**config.mk**
```make
export PLATFORM = sky130hd
export DESIGN_NAME = pvq_port_ctrl
export DESIGN_NICKNAME = d
export VERILOG_FILES = /design/src/rtl/pvq_ctrl_reg.v /design/src/rtl/pvq_queue_sel.v /design/src/rtl/pvq_port_ctrl.v
export VERILOG_INCLUDE_DIRS = /design/src /design/src/rtl
export SDC_FILE = /design/constraint.sdc
export NUM_CORES = 1
export LEC_CHECK = 0
export BUFFER_PORTS_ARGS = -buffer_cell sky130_fd_sc_hd__buf_4
export CORE_MARGIN = 1
export CORE_UTILIZATION = 41
export CTS_CLUSTER_SIZE = 24
export DETAILED_ROUTE_END_ITERATION = 10
export MAX_ROUTING_LAYER = met4
export PLACE_DENSITY = 0.76
export SLEW_MARGIN = 40
export SYNTH_ARGS = -nofsm -noshare
export SYNTH_HDL_FRONTEND = slang
export SYNTH_SLANG_ARGS = --single-unit
```
**constraint.sdc**
```tcl
create_clock -name mclk -period 1.4 [get_ports mclk]
set_clock_uncertainty 0.1 [all_clocks]
set_input_delay 0.07 -clock mclk [delete_from_list [all_inputs] [get_ports mclk]]
set_output_delay 0.07 -clock mclk [all_outputs]
set_load 0.05 [all_outputs]
```
**src/rtl/pvq_map.vh**
```
// Register indices, field positions and fixed values of the per-port VLAN and queue controls.
`ifndef PVQ_MAP_VH
`define PVQ_MAP_VH

// ==========================================================================
// Register indices (byte address is four times the index)
`define PVQ_IDX_P1_VLAN    8'hB0
`define PVQ_IDX_P1_QUEUE   8'hB1
`define PVQ_IDX_P2_VLAN    8'hC0
`define PVQ_IDX_P2_QUEUE   8'hC1
`define PVQ_IDX_P3_VLAN    8'hD0
`define PVQ_IDX_P3_QUEUE   8'hD1
`define PVQ_IDX_RSVD_A     8'hE0
`define PVQ_IDX_RSVD_B     8'hE1
`define PVQ_IDX_P4_VLAN    8'hF0
`define PVQ_IDX_P4_QUEUE   8'hF1

// ==========================================================================
// Field positions
`define PVQ_VL_PASS_ALL    6
`define PVQ_VL_INS_HI      3
`define PVQ_VL_INS_SH      2
`define PVQ_VL_INS_MID     1
`define PVQ_VL_INS_LO      0
`define PVQ_QS_FOUR        1

// ==========================================================================
// Write masks, fixed read values and reset values
`define PVQ_VL_WMASK_P123  8'h4B
`define PVQ_VL_WMASK_P4    8'h47
`define PVQ_VL_FIXED       8'h80
`define PVQ_QS_WMASK       8'h02
`define PVQ_QS_FIXED       8'h00
`define PVQ_RSVD_VALUE     8'h00
`define PVQ_RST_VALUE      8'h00

// ==========================================================================
// Queue split codes
`define PVQ_QCODE_ONE      2'b00
`define PVQ_QCODE_TWO      2'b01
`define PVQ_QCODE_FOUR     2'b10
`define PVQ_QCODE_RSVD     2'b11

`endif

```
**src/rtl/pvq_ctrl_reg.v**
```verilog
// One 8-bit control register with fixed reserved bits.
`timescale 1ns/1ns

module pvq_ctrl_reg #(
    parameter [7:0] WMASK = 8'hFF,
    parameter [7:0] FIXED = 8'h00
) (
    // Clock and reset
    input  wire       mclk,
    input  wire       rst_n,
    // Write port
    input  wire       wr_en,
    input  wire [7:0] wdata,
    // Read value
    output wire [7:0] rdata
);

`include "pvq_map.vh"

    reg [7:0] value_reg;

    // ======================================================================
    // Storage
    always @(posedge mclk or negedge rst_n) begin
        if (!rst_n) begin
            value_reg <= `PVQ_RST_VALUE;
        end else if (wr_en) begin
            value_reg <= wdata & WMASK;
        end
    end

    // Reserved bits never reach storage, so they always show their fixed value.
    assign rdata = (value_reg & WMASK) | (FIXED & ~WMASK);

endmodule // pvq_ctrl_reg

```
**src/rtl/pvq_queue_sel.v**
```verilog
// Queue split decode and per-frame transmit queue selection for one port.
`timescale 1ns/1ns

module pvq_queue_sel (
    // Clock and reset
    input  wire       mclk,
    input  wire       rst_n,
    // Split code sources
    input  wire       four_en,
    input  wire       split_lo,
    // Frame priority
    input  wire [1:0] frame_prio,
    // Results
    output reg  [1:0] queue_code,
    output reg  [1:0] queue_idx,
    output reg        prio_order_en,
    output reg        code_rsvd
);

`include "pvq_map.vh"

    wire [1:0] code_now;

    assign code_now = {four_en, split_lo};

    // ======================================================================
    // Decode
    // The reserved code is treated as a single queue so frames are never lost.
    always @(posedge mclk or negedge rst_n) begin
        if (!rst_n) begin
            queue_code    <= `PVQ_QCODE_ONE;
            queue_idx     <= 2'h0;
            prio_order_en <= 1'b0;
            code_rsvd     <= 1'b0;
        end else begin
            queue_code <= code_now;
            case (code_now)
                `PVQ_QCODE_FOUR: begin
                    queue_idx     <= frame_prio;
                    prio_order_en <= 1'b1;
                    code_rsvd     <= 1'b0;
                end
                `PVQ_QCODE_TWO: begin
                    queue_idx     <= {1'b0, frame_prio[1]};
                    prio_order_en <= 1'b1;
                    code_rsvd     <= 1'b0;
                end
                `PVQ_QCODE_RSVD: begin
                    queue_idx     <= 2'h0;
                    prio_order_en <= 1'b0;
                    code_rsvd     <= 1'b1;
                end
                default: begin
                    queue_idx     <= 2'h0;
                    prio_order_en <= 1'b0;
                    code_rsvd     <= 1'b0;
                end
            endcase
        end
    end

endmodule // pvq_queue_sel

```
**src/rtl/pvq_port_ctrl.v**
```verilog
// Per-port pass-all, default VLAN ID insertion and queue split control with APB access.
//
// Contract
// - Set pass-all bit forwards every frame on that port, used with receive sniffing; the code overrides a drop only while that port's rx_sniff_en is set.
// - Bit 3 of ports 1-3 inserts source default VLAN ID toward port 4.
// - Bit 2 only for port 4: insert its default VLAN ID toward port 3.
// - Bit 1 inserts: 1 to 3, 2 to 3, 3 to 2, 4 to 2.
// - Bit 0 inserts: 1 to 2, 2 to 1, 3 to 1, 4 to 1.
// - Every insertion bit works only while the global insertion enable is set.
// - Split code is four-queue bit over companion bit: 10 four, 01 two, 11 reserved.
// - Code 00 uses one queue with no priority ordering.
//
// The APB register port was decided locally.
`timescale 1ns/1ns

module pvq_port_ctrl (
    // Clock and reset
    input  wire        mclk,
    input  wire        rst_n,
    // APB slave
    input  wire        psel,
    input  wire        penable,
    input  wire        pwrite,
    input  wire [11:0] paddr,
    input  wire [31:0] pwdata,
    input  wire [3:0]  pstrb,
    output wire        pready,
    output wire [31:0] prdata,
    output wire        pslverr,
    // Switch core controls
    input  wire        glb_pvid_ins_en,
    input  wire [3:0]  queue_split_lo,
    input  wire [3:0]  rx_sniff_en,
    // Receive filter
    input  wire [3:0]  rx_drop_req,
    output wire [3:0]  rx_forward,
    // Egress tag lookup
    input  wire        eg_valid,
    input  wire [1:0]  eg_src_port,
    input  wire [1:0]  eg_dst_port,
    input  wire        eg_untagged,
    output wire        eg_ins_valid,
    output wire        eg_ins_pvid,
    // Per-port settings
    output wire [3:0]  pass_all,
    output wire [15:0] pvid_ins_map,
    // Transmit queue selection
    input  wire [7:0]  frame_prio,
    output wire [7:0]  queue_code,
    output wire [7:0]  queue_idx,
    output wire [3:0]  prio_order_en,
    output wire [3:0]  queue_code_rsvd
);

`include "pvq_map.vh"

    // ======================================================================
    // Declarations
    wire [31:0] vl_rd;
    wire [31:0] qs_rd;
    wire [15:0] ins_raw;
    wire        acc_wr;
    wire        setup;
    reg  [7:0]  rd_mux;
    reg         rd_hit;
    reg  [7:0]  prdata_reg;
    reg         pslverr_reg;
    reg  [3:0]  rx_forward_reg;
    reg  [3:0]  pass_all_reg;
    reg  [15:0] pvid_ins_map_reg;
    reg         eg_ins_valid_reg;
    reg         eg_ins_pvid_reg;

    // ======================================================================
    // APB handshake
    // Read data is captured in the setup cycle, so the access phase never waits.
    assign pready  = 1'b1;
    assign setup   = psel & ~penable;
    assign acc_wr  = psel & penable & pwrite & pstrb[0] & rd_hit;
    assign prdata  = {24'h000000, prdata_reg};
    assign pslverr = pslverr_reg;

    // ======================================================================
    // Address decode and read multiplexer
    always @* begin
        rd_mux = 8'h00;
        rd_hit = 1'b0;
        if (paddr[11:10] == 2'b00 && paddr[1:0] == 2'b00) begin
            rd_hit = 1'b1;
            case (paddr[9:2])
                `PVQ_IDX_P1_VLAN:  rd_mux = vl_rd[7:0];
                `PVQ_IDX_P1_QUEUE: rd_mux = qs_rd[7:0];
                `PVQ_IDX_P2_VLAN:  rd_mux = vl_rd[15:8];
                `PVQ_IDX_P2_QUEUE: rd_mux = qs_rd[15:8];
                `PVQ_IDX_P3_VLAN:  rd_mux = vl_rd[23:16];
                `PVQ_IDX_P3_QUEUE: rd_mux = qs_rd[23:16];
                `PVQ_IDX_RSVD_A:   rd_mux = `PVQ_RSVD_VALUE;
                `PVQ_IDX_RSVD_B:   rd_mux = `PVQ_RSVD_VALUE;
                `PVQ_IDX_P4_VLAN:  rd_mux = vl_rd[31:24];
                `PVQ_IDX_P4_QUEUE: rd_mux = qs_rd[31:24];
                default: begin
                    rd_hit = 1'b0;
                end
            endcase
        end
    end

    always @(posedge mclk or negedge rst_n) begin
        if (!rst_n) begin
            prdata_reg  <= 8'h00;
            pslverr_reg <= 1'b0;
        end else if (setup) begin
            prdata_reg  <= pwrite ? 8'h00 : rd_mux;
            pslverr_reg <= ~rd_hit;
        end
    end

    // ======================================================================
    // Per-port registers and queue selection
    genvar p;
    generate
        for (p = 0; p < 4; p = p + 1) begin : g_port
            localparam [7:0] VIDX  = (p == 0) ? `PVQ_IDX_P1_VLAN :
                                     (p == 1) ? `PVQ_IDX_P2_VLAN :
                                     (p == 2) ? `PVQ_IDX_P3_VLAN : `PVQ_IDX_P4_VLAN;
            localparam [7:0] QIDX  = (p == 0) ? `PVQ_IDX_P1_QUEUE :
                                     (p == 1) ? `PVQ_IDX_P2_QUEUE :
                                     (p == 2) ? `PVQ_IDX_P3_QUEUE : `PVQ_IDX_P4_QUEUE;
            // Port 4 owns bit 2 and lacks bit 3; the others the reverse.
            localparam [7:0] VMASK = (p == 3) ? `PVQ_VL_WMASK_P4 : `PVQ_VL_WMASK_P123;

            pvq_ctrl_reg #(
                .WMASK (VMASK),
                .FIXED (`PVQ_VL_FIXED)
            ) u_vlan (
                .mclk  (mclk),
                .rst_n (rst_n),
                .wr_en (acc_wr & (paddr[9:2] == VIDX)),
                .wdata (pwdata[7:0]),
                .rdata (vl_rd[8*p+7:8*p])
            );

            pvq_ctrl_reg #(
                .WMASK (`PVQ_QS_WMASK),
                .FIXED (`PVQ_QS_FIXED)
            ) u_queue (
                .mclk  (mclk),
                .rst_n (rst_n),
                .wr_en (acc_wr & (paddr[9:2] == QIDX)),
                .wdata (pwdata[7:0]),
                .rdata (qs_rd[8*p+7:8*p])
            );

            pvq_queue_sel u_qsel (
                .mclk          (mclk),
                .rst_n         (rst_n),
                .four_en       (qs_rd[8*p+`PVQ_QS_FOUR]),
                .split_lo      (queue_split_lo[p]),
                .frame_prio    (frame_prio[2*p+1:2*p]),
                .queue_code    (queue_code[2*p+1:2*p]),
                .queue_idx     (queue_idx[2*p+1:2*p]),
                .prio_order_en (prio_order_en[p]),
                .code_rsvd     (queue_code_rsvd[p])
            );
        end
    endgenerate

    // ======================================================================
    // Insertion map, index is source port times four plus egress port
    assign ins_raw[0]  = 1'b0;
    assign ins_raw[1]  = vl_rd[`PVQ_VL_INS_LO];
    assign ins_raw[2]  = vl_rd[`PVQ_VL_INS_MID];
    assign ins_raw[3]  = vl_rd[`PVQ_VL_INS_HI];
    assign ins_raw[4]  = vl_rd[8+`PVQ_VL_INS_LO];
    assign ins_raw[5]  = 1'b0;
    assign ins_raw[6]  = vl_rd[8+`PVQ_VL_INS_MID];
    assign ins_raw[7]  = vl_rd[8+`PVQ_VL_INS_HI];
    assign ins_raw[8]  = vl_rd[16+`PVQ_VL_INS_LO];
    assign ins_raw[9]  = vl_rd[16+`PVQ_VL_INS_MID];
    assign ins_raw[10] = 1'b0;
    assign ins_raw[11] = vl_rd[16+`PVQ_VL_INS_HI];
    assign ins_raw[12] = vl_rd[24+`PVQ_VL_INS_LO];
    assign ins_raw[13] = vl_rd[24+`PVQ_VL_INS_MID];
    assign ins_raw[14] = vl_rd[24+`PVQ_VL_INS_SH];
    assign ins_raw[15] = 1'b0;

    // ======================================================================
    // Registered outputs
    always @(posedge mclk or negedge rst_n) begin
        if (!rst_n) begin
            pass_all_reg     <= 4'h0;
            rx_forward_reg   <= 4'h0;
            pvid_ins_map_reg <= 16'h0000;
            eg_ins_valid_reg <= 1'b0;
            eg_ins_pvid_reg  <= 1'b0;
        end else begin
            pass_all_reg <= {vl_rd[24+`PVQ_VL_PASS_ALL], vl_rd[16+`PVQ_VL_PASS_ALL],
                             vl_rd[8+`PVQ_VL_PASS_ALL], vl_rd[`PVQ_VL_PASS_ALL]};
            // Pass-all only overrides the drop request on a sniffing port.
            rx_forward_reg <= ~rx_drop_req |
                              (rx_sniff_en & {vl_rd[24+`PVQ_VL_PASS_ALL],
                                              vl_rd[16+`PVQ_VL_PASS_ALL],
                                              vl_rd[8+`PVQ_VL_PASS_ALL],
                                              vl_rd[`PVQ_VL_PASS_ALL]});
            pvid_ins_map_reg <= glb_pvid_ins_en ? ins_raw : 16'h0000;
            eg_ins_valid_reg <= eg_valid;
            eg_ins_pvid_reg  <= eg_valid & eg_untagged & glb_pvid_ins_en &
                                ins_raw[{eg_src_port, eg_dst_port}];
        end
    end

    assign pass_all     = pass_all_reg;
    assign rx_forward   = rx_forward_reg;
    assign pvid_ins_map = pvid_ins_map_reg;
    assign eg_ins_valid = eg_ins_valid_reg;
    assign eg_ins_pvid  = eg_ins_pvid_reg;

endmodule // pvq_port_ctrl

```
# After elaboration in Yosys (flattened, before gate mapping)
# Cells that the tools add are included.
# totals
regBits	78
latch_bits	0
ramBits	0
mem_bits_ro	0
output_inout_bits	84
elab_cells	103
mem_count	0
# classes
add_sub_neg	0
n_mul	0
div_mod_pow	0
n_lt_le_gt_ge	1
eq_ne	22
n_shift	0
muxes	20
bitwise	21
n_reduce_logical	8
# op_table
op	n
8-bit equality test (second input constant)	10
8-bit case mux with 8 select lines	1
1-bit AND	16
2-bit equality test (second input constant)	8
8-bit 2-to-1 mux	2
2-bit case mux with 2 select lines	4
15-bit 2-to-1 mux	1
1-bit 2-to-1 mux	11
10-bit OR reduction	1
2-bit by 1-bit equality test with 1-bit output (second input constant)	4
2-bit OR reduction	4
4-bit by 5-bit < comparator with 1-bit output (second input constant)	1
4-bit AND	1
1-bit binary-select mux with 4-bit select	1
2-bit logical NOT	2
4-bit NOT	1
4-bit bitwise OR	1
1-bit NOT	2
1-bit logical AND	1

# Longest topological paths before layout
# Gate-level depths: netlist (run 1).
# depth
ltp_word	6
mapped_depth	5
ltp_nobuf	4

# Hierarchy
# A second synthesis (run 1) with hierarchy kept.
# unflattened
cells_unflattened	372
hier_area_um2	4150.2
# by_module_without_submodules
module	n_inst	cells_each	area_per_inst_um2
pvq_port_ctrl	1	216	2163.3
pvq_queue_sel	4	15	217.7
pvq_ctrl_reg at g_port[0].u_vlan ...	4	14	182.7
pvq_ctrl_reg at g_port[0].u_queue ...	4	10	96.3

# Worst setup path after synthesis (run 1)
# Ideal clock, no wire load.
# synth_timing
path_type	input-to-reg
start	input paddr[11]
end	register g_port[0].u_vlan.value_reg[0]
setup_ps	125
t_arrival_ps	1548
path_slack_ps	-373
stages	4
n_path_buf	1
cell_sequence	or4_4 -> or4_4 -> buf_6 -> mux2_4
# synth_via
elab_chain_len	5
# synth_lines
element	line_no	text
from (decl)	pvq_port_ctrl.v:24	input wire [11:0] paddr,
2-bit logical NOT	pvq_port_ctrl.v:88	if (paddr[11:10] == 2'b00 && paddr[1:0] == 2'b00) begin
1-bit logical AND	pvq_port_ctrl.v:88	
1-bit 2-to-1 mux	pvq_port_ctrl.v:88	
1-bit AND	pvq_port_ctrl.v:79	assign acc_wr = psel & penable & pwrite & pstrb[0] & rd_hit;
1-bit AND	pvq_port_ctrl.v:138	.wr_en (acc_wr & (paddr[9:2] == VIDX)),
to (signal assigned)	pvq_ctrl_reg.v:26	value_reg <= `PVQ_RST_VALUE;
to (signal assigned)	pvq_ctrl_reg.v:28	value_reg <= wdata & WMASK;
to (decl)	pvq_ctrl_reg.v:20	reg [7:0] value_reg;
# Every way passes these cells.
# A chain may end at the register's enable or synchronous reset.

# Worst setup path in the final report (run 1)
# layout_timing
start	input paddr[0]
end	register g_port[3].u_queue.value_reg[1]
# layout_via
elab_chain_len	5
# layout_lines
element	line_no	text
2-bit logical NOT	pvq_port_ctrl.v:88	
1-bit logical AND	pvq_port_ctrl.v:88	
1-bit 2-to-1 mux	pvq_port_ctrl.v:88	
1-bit AND	pvq_port_ctrl.v:79	
1-bit AND	pvq_port_ctrl.v:149	.wr_en (acc_wr & (paddr[9:2] == QIDX)),
to (signal assigned)	pvq_ctrl_reg.v:26	
to (signal assigned)	pvq_ctrl_reg.v:28	
to (decl)	pvq_ctrl_reg.v:20	
# Every way passes these cells.

==> impl_metrics.toml, run 1 <==
[placed_design]
routabilityCongestion = 0.8651
dpl.hpwl_um = 5466
dp_slack_ps = -463.4
placed_area_mm2 = 0.004279
portBuffers = 102

[worst_setup_path]
critPathArrivalTime_ps = 1550
reg2reg_from = "g_port[2].u_vlan.value_reg[1]"
r2r_cells = 4
crit_cells = 7
path_cells = "buf_6 > or4_4 > buf_6 > nor3_2 > buf_4 > nand3_4 > mux2_4"
endpoint_kind = "register"
criticalPathCategory = "input port to register"
cp-endpoint = "g_port[3].u_queue.value_reg[1]"
cpMostUsedCell = "buf_6"
startpoint_type = "input port"
reg2reg_setup_slack_ps = 30
r2r_end = "eg_ins_pvid"
critPathTopFamily = "simple AND/OR/NAND/NOR gates"
worst_ep_required_time_ps = 1520
slowest_stage = "or4_4"
crit_fanout = 4
slowest_delay_ps = 570
crit_start = "paddr[0]"
cp_num_buf_inv = 3

[detailed_routing]
post_drt_via_cell_ratio = 4.731
via_count = 2550
dr.pass1.iters = 4
ant_nets = 0
first_iter_violations = 113
routedWlPerCell_um = 14.36
drc_errors = 0
finalWirelength_um = 7742

[power_and_ir_drop]
ir_drop_v = 0.0005305
power_density_mw_per_mm2 = 989.8
p_leak_nw = 2.591
power.total_mw = 4.835

[hold_path]
hold_path.class = "input port to register"
hold_start = "paddr[4]"

[yosys]
synth_top_cell_by_area = "dfrtp_1"
synth_area_leaders = "dfrtp_1 56%, buf_4 8.9%, mux2_2 6.9%"
synth-edff-count = 0
avgSynthCellArea_um2 = 12.21
ys_types = 40
async_reset_ff_share_pct = 100.0
synth_ff_type = "dfrtp_1"
yosysMostFrequentCell = "dfrtp_1"
synth.top_cell.area_share_pct = 55.62
yosysSeqAreaShare_pct = 55.62
synth-seq-cells = 73
synth_area_mm2 = 0.003284
synth_cells = 269
ys_warn_count = 0
synth_commonest_cells = "73 x dfrtp_1, 39 x buf_4, 20 x mux2_2"

[grt]
grt_overflow_total = 0
grt_pass1_wl_um = 12210
grt_max_degree = 27
antenna_found_initial = 0
grt_pass1_vias = 2553
grt_usage_pct = 19.65

[layout]
area_growth_pct = 48.72
design_area_mm2 = 0.004885
largest_register_ffs = 16
drive_above_1_share_pct = 43.25
diodes = 0
nets = 525

[floorplan]
die_w_um = 91.50
num_rows = 32
dieArea_mm2 = 0.008372
initial_core_util_pct = 42.50
core_mm2 = 0.007727
die_h_um = 91.50
pin_count = 164

[cts]
cts_sinks = 73
clkLatencyLatePin_ps = 340
path_clk_slew_ps = 70
cts_root_buf = "clkbuf_8"
cts_tree = "yes"
htree_num_levels = 3
cts_max_path_buffers = 2
numCtsBuffers = 9

[sta]
finalHoldViolCount = 0
rsz0062_at_grt = "yes"
period_minus_slack_ps = 1426
drv_slew = 0
finalWorstSetupSlack_ps = -26.06
final.period_utilization_pct = 101.9
finalSetupViolations = 7
fmax_mhz = 701.2

[flow_run]
maxCapViolations = 0

[status]
outcome = "finished with violations"
violations = "setup timing"
[routing by layer]
layer  GRT usage [%]  share of wire, %  vias to the layer above
met1           23.13                42                     1223
met5               -                 0                        -
met3           3.434               5.7                       15
met2           32.08                50                      115
li1                -                 -                     1197
met4           10.58               2.5                        0
[kinds of logic (layout without fill, tap and decap cells)]
family	after synthesis	after routing	share of synthesized area [%]
AO/OA/AOI/OAI	27	27	6.172
buffers and inverters	59	198	11.43
adder cells (fa/ha/maj)	12	12	4.571
flip-flops	73	73	55.62
multiplexers	27	27	9.600
AND/OR/NAND/NOR	69	69	12.38
other	2	31	0.2287
[tightest hold or removal path, delay by kind of cell]
kind | cells | cell delay [ps]
and+or+nand+nor | 1 | 50
buffers and inverters | 1 | 90
AOI/OAI and AO/OA | 2 | 200
[cell usage in the layout (no fill, tap or decap), types with 3 or more instances in the layout]
cell,instances
dlygate4sd3_1,31
o21ai_0,3
ha_1,12
mux2_2,19
and4b_1,3
nor2_1,5
mux2i_1,3
and2_1,12
dfrtp_1,73
a222oi_1,3
and3_1,6
bufinv_16,3
a21oi_1,3
buf_12,3
a22oi_1,5
nand3_1,6
nand2_1,16
buf_4,134
mux2_4,5
inv_1,13
clkbuf_8,10
conb_1,31
[worst min path at each step]
stage | endpoint | slack, ps | cells after the start
final | prdata_reg[1] | 20 | 4
after global routing | prdata_reg[1] | 30 | 4
after CTS | prdata_reg[1] | 10 | 4
after detailed placement | pvid_ins_map[2] | -80 | 1
after global placement | pvid_ins_map[2] | -90 | 1
after floorplan | eg_ins_pvid | -330 | 0
[repair_timing]
action,CTS,global route
pin swaps,4,4
cloned,0,0
hold buffers,31,0
hold endpoints to repair,127,0
resized for setup,8,5
setup endpoints to repair,17,21
buffers inserted,1,0
[final cells by class]
| type | instances | area [µm²] |
|---|---|---|
| Timing Repair Buffer | 170 | 1399 |
| Sequential cell | 73 | 1827 |
| Inverter | 13 | 48.80 |
| Tap cell | 102 | 127.6 |
| Clock inverter | 5 | 103.9 |
| Multi-Input combinational cell | 166 | 1241 |
| Clock buffer | 10 | 137.6 |
| Fill cell | 607 | 2843 |
[report_power, final]
group	switching, mW	internal, mW
clock network	0.744	1.22
registers	0.00924	2.13
logic	0.462	0.262
[per-stage QoR]
stage | std cells | TNS, ps | hold WS (ps) | utilization, %
floorplan | 298 | -4062 | -325.6 | -
global placement | 492 | -8131 | -89.03 | 55.38
detailed placement | 492 | -8823 | -80.97 | 55.38
CTS | 539 | 0 | 11.51 | 63.02
global route | 539 | -298.4 | 26.85 | 63.21
finish | 539 | -77.00 | 16.72 | 63.21
Note: power is estimated with default switching activity, not from simulation.
==> run 2: changes to the inputs <==
--- a/config.mk
+++ b/config.mk
@@ -11,7 +11,6 @@
 export CORE_UTILIZATION = 41
 export CTS_CLUSTER_SIZE = 24
 export DETAILED_ROUTE_END_ITERATION = 10
-export MAX_ROUTING_LAYER = met4
 export PLACE_DENSITY = 0.76
 export SLEW_MARGIN = 40
 export SYNTH_ARGS = -nofsm -noshare
==> impl_metrics.toml, run 2 (synthesized netlist as in run 1, its figures left out) <==
[hold_path]
hold_path_end = "prdata_reg[1]"
hold_path.class = "input port to register"
holdPathStages = 4
hold_start = "paddr[4]"

[layout]
final_common_cell = "buf_4"
layout_common_cells = "134 x buf_4, 73 x dfrtp_1, 31 x conb_1, 31 x dlygate4sd3_1, 19 x mux2_2"
area_growth_pct = 48.72
largest_register_ffs = 16
finalNonFillerCells = 539
drive_above_1_share_pct = 43.25
diodes = 0
nets = 525

[sta]
fmax_mhz = 700.7
final.period_utilization_pct = 101.9
finalSetupViolations = 8
finalWorstSetupSlack_ps = -27.13
rsz0062_at_grt = "yes"
period_minus_slack_ps = 1427
drv_slew = 0
finalHoldViolCount = 0

[worst_setup_path]
critPathArrivalTime_ps = 1550
r2r_cells = 4
startpoint_type = "input port"
crit_fanout = 4
r2r_end = "eg_ins_pvid"
slowest_delay_ps = 570
cp_num_buf_inv = 3
cpMostUsedCell = "buf_6"
critPathTopFamily = "simple AND/OR/NAND/NOR gates"
endpoint_kind = "register"
path_cells = "buf_6 > or4_4 > buf_6 > nor3_2 > buf_4 > nand3_4 > mux2_4"
reg2reg_from = "g_port[2].u_vlan.value_reg[1]"
slowest_stage = "or4_4"
criticalPathCategory = "input port to register"
worst_ep_required_time_ps = 1520
reg2reg_setup_slack_ps = 30

[grt]
grt_overflow_total = 0
grt_pass1_vias = 2558
grt_usage_pct = 19.07
grt_max_degree = 27
grt_pass1_wl_um = 12180
antenna_found_initial = 0

[cts]
cts_max_path_buffers = 2
cts_tree = "yes"
clkLatencyLatePin_ps = 340
numCtsBuffers = 9
cts_root_buf = "clkbuf_8"
path_clk_slew_ps = 70
htree_num_levels = 3
cts_sinks = 73

[floorplan]
num_rows = 32
core_mm2 = 0.007727
dieArea_mm2 = 0.008372
die_h_um = 91.50
die_w_um = 91.50
pin_count = 164
initial_core_util_pct = 42.50

[detailed_routing]
wl_met1_um = 3179
first_iter_violations = 109
post_drt_via_cell_ratio = 4.712
routed-wl-met2_um = 3847
via_count = 2540
top_layer_used = "met4"
dr.pass1.iters = 6
met3WireLength_um = 448
drc_errors = 0
ant_nets = 0
finalWirelength_um = 7688
routedWlPerCell_um = 14.26

[placed_design]
dpl.hpwl_um = 5466
portBuffers = 102
dp_slack_ps = -463.4
routabilityCongestion = 0.8516
placedCellCount = 492

[status]
violations = "setup timing"
outcome = "finished with violations"

[flow_run]
maxCapViolations = 0

[power_and_ir_drop]
power.total_mw = 4.833
power_density_mw_per_mm2 = 989.5
p_leak_nw = 2.591
ir_drop_v = 0.0005305
-- run 2: cell counts in the layout (fill, tap and decap cells not counted) --
Identical to the previous run, type by type.
-- run 2: power by group --
group | switching [mW] | internal (mW)
clock network | 0.744 | 1.22
registers | 0.00929 | 2.13
logic | 0.462 | 0.262
-- run 2: layout make-up --
type                       count  area, µm²
clock inverter                 5      103.9
tap                          102      127.6
inverter                      13      48.80
fill                         607       2843
sequential                    73       1827
clock buffer                  10      137.6
multi-input combinational    166       1241
timing repair buffer         170       1399
-- run 2: through the flow --
stage	area (µm²)	hold WS (ps)	setup TNS [ps]	utilization [%]
3_5_place_dp	4279	-80.97	-8823	55.38
5_1_grt	4885	26.85	-298.4	63.21
6_report	4885	16.36	-77.66	63.21
3_3_place_gp	4279	-89.03	-8131	55.38
4_1_cts	4870	11.51	0	63.02
2_1_floorplan	3405	-325.6	-4062	-
-- run 2: timing repair --
action | CTS | global route
hold buffers | 31 | 0
pin swaps | 4 | 4
endpoints found under the setup margin | 17 | 21
endpoints found under the hold margin | 127 | 0
buffers inserted | 1 | 0
gates resized for setup | 8 | 5
-- run 2: worst max-delay path by stage --
| stage | end | cells after the start | start | slack [ps] |
|---|---|---|---|---|
| 2_1_floorplan | g_port[0].u_vlan.value_reg[0] | 4 | paddr[11] | -370 |
| 3_3_place_gp | g_port[0].u_vlan.value_reg[1] | 4 | paddr[11] | -440 |
| 3_5_place_dp | g_port[0].u_vlan.value_reg[3] | 4 | paddr[11] | -460 |
| 4_1_cts | g_port[3].u_queue.value_reg[1] | 7 | paddr[0] | 4 |
| 5_1_grt | prdata_reg[1] | 8 | paddr[0] | -40 |
| 6_report | g_port[3].u_queue.value_reg[1] | 7 | paddr[0] | -30 |
-- run 2: worst register-to-register path, stage by stage (launching register included) --
cell and delay, ps:
dfrtp_1 390, mux2_2 270, a221o_1 360, nand3_2 90, a21oi_2 60
-- run 2: layer usage --
| metal | global-route usage (%) | vias to the layer above |
|---|---|---|
| met5 | 0 | - |
| met4 | 10.98 | 0 |
| met3 | 3.434 | 17 |
| met2 | 31.89 | 119 |
| met1 | 23.02 | 1208 |
| li1 | - | 1196 |
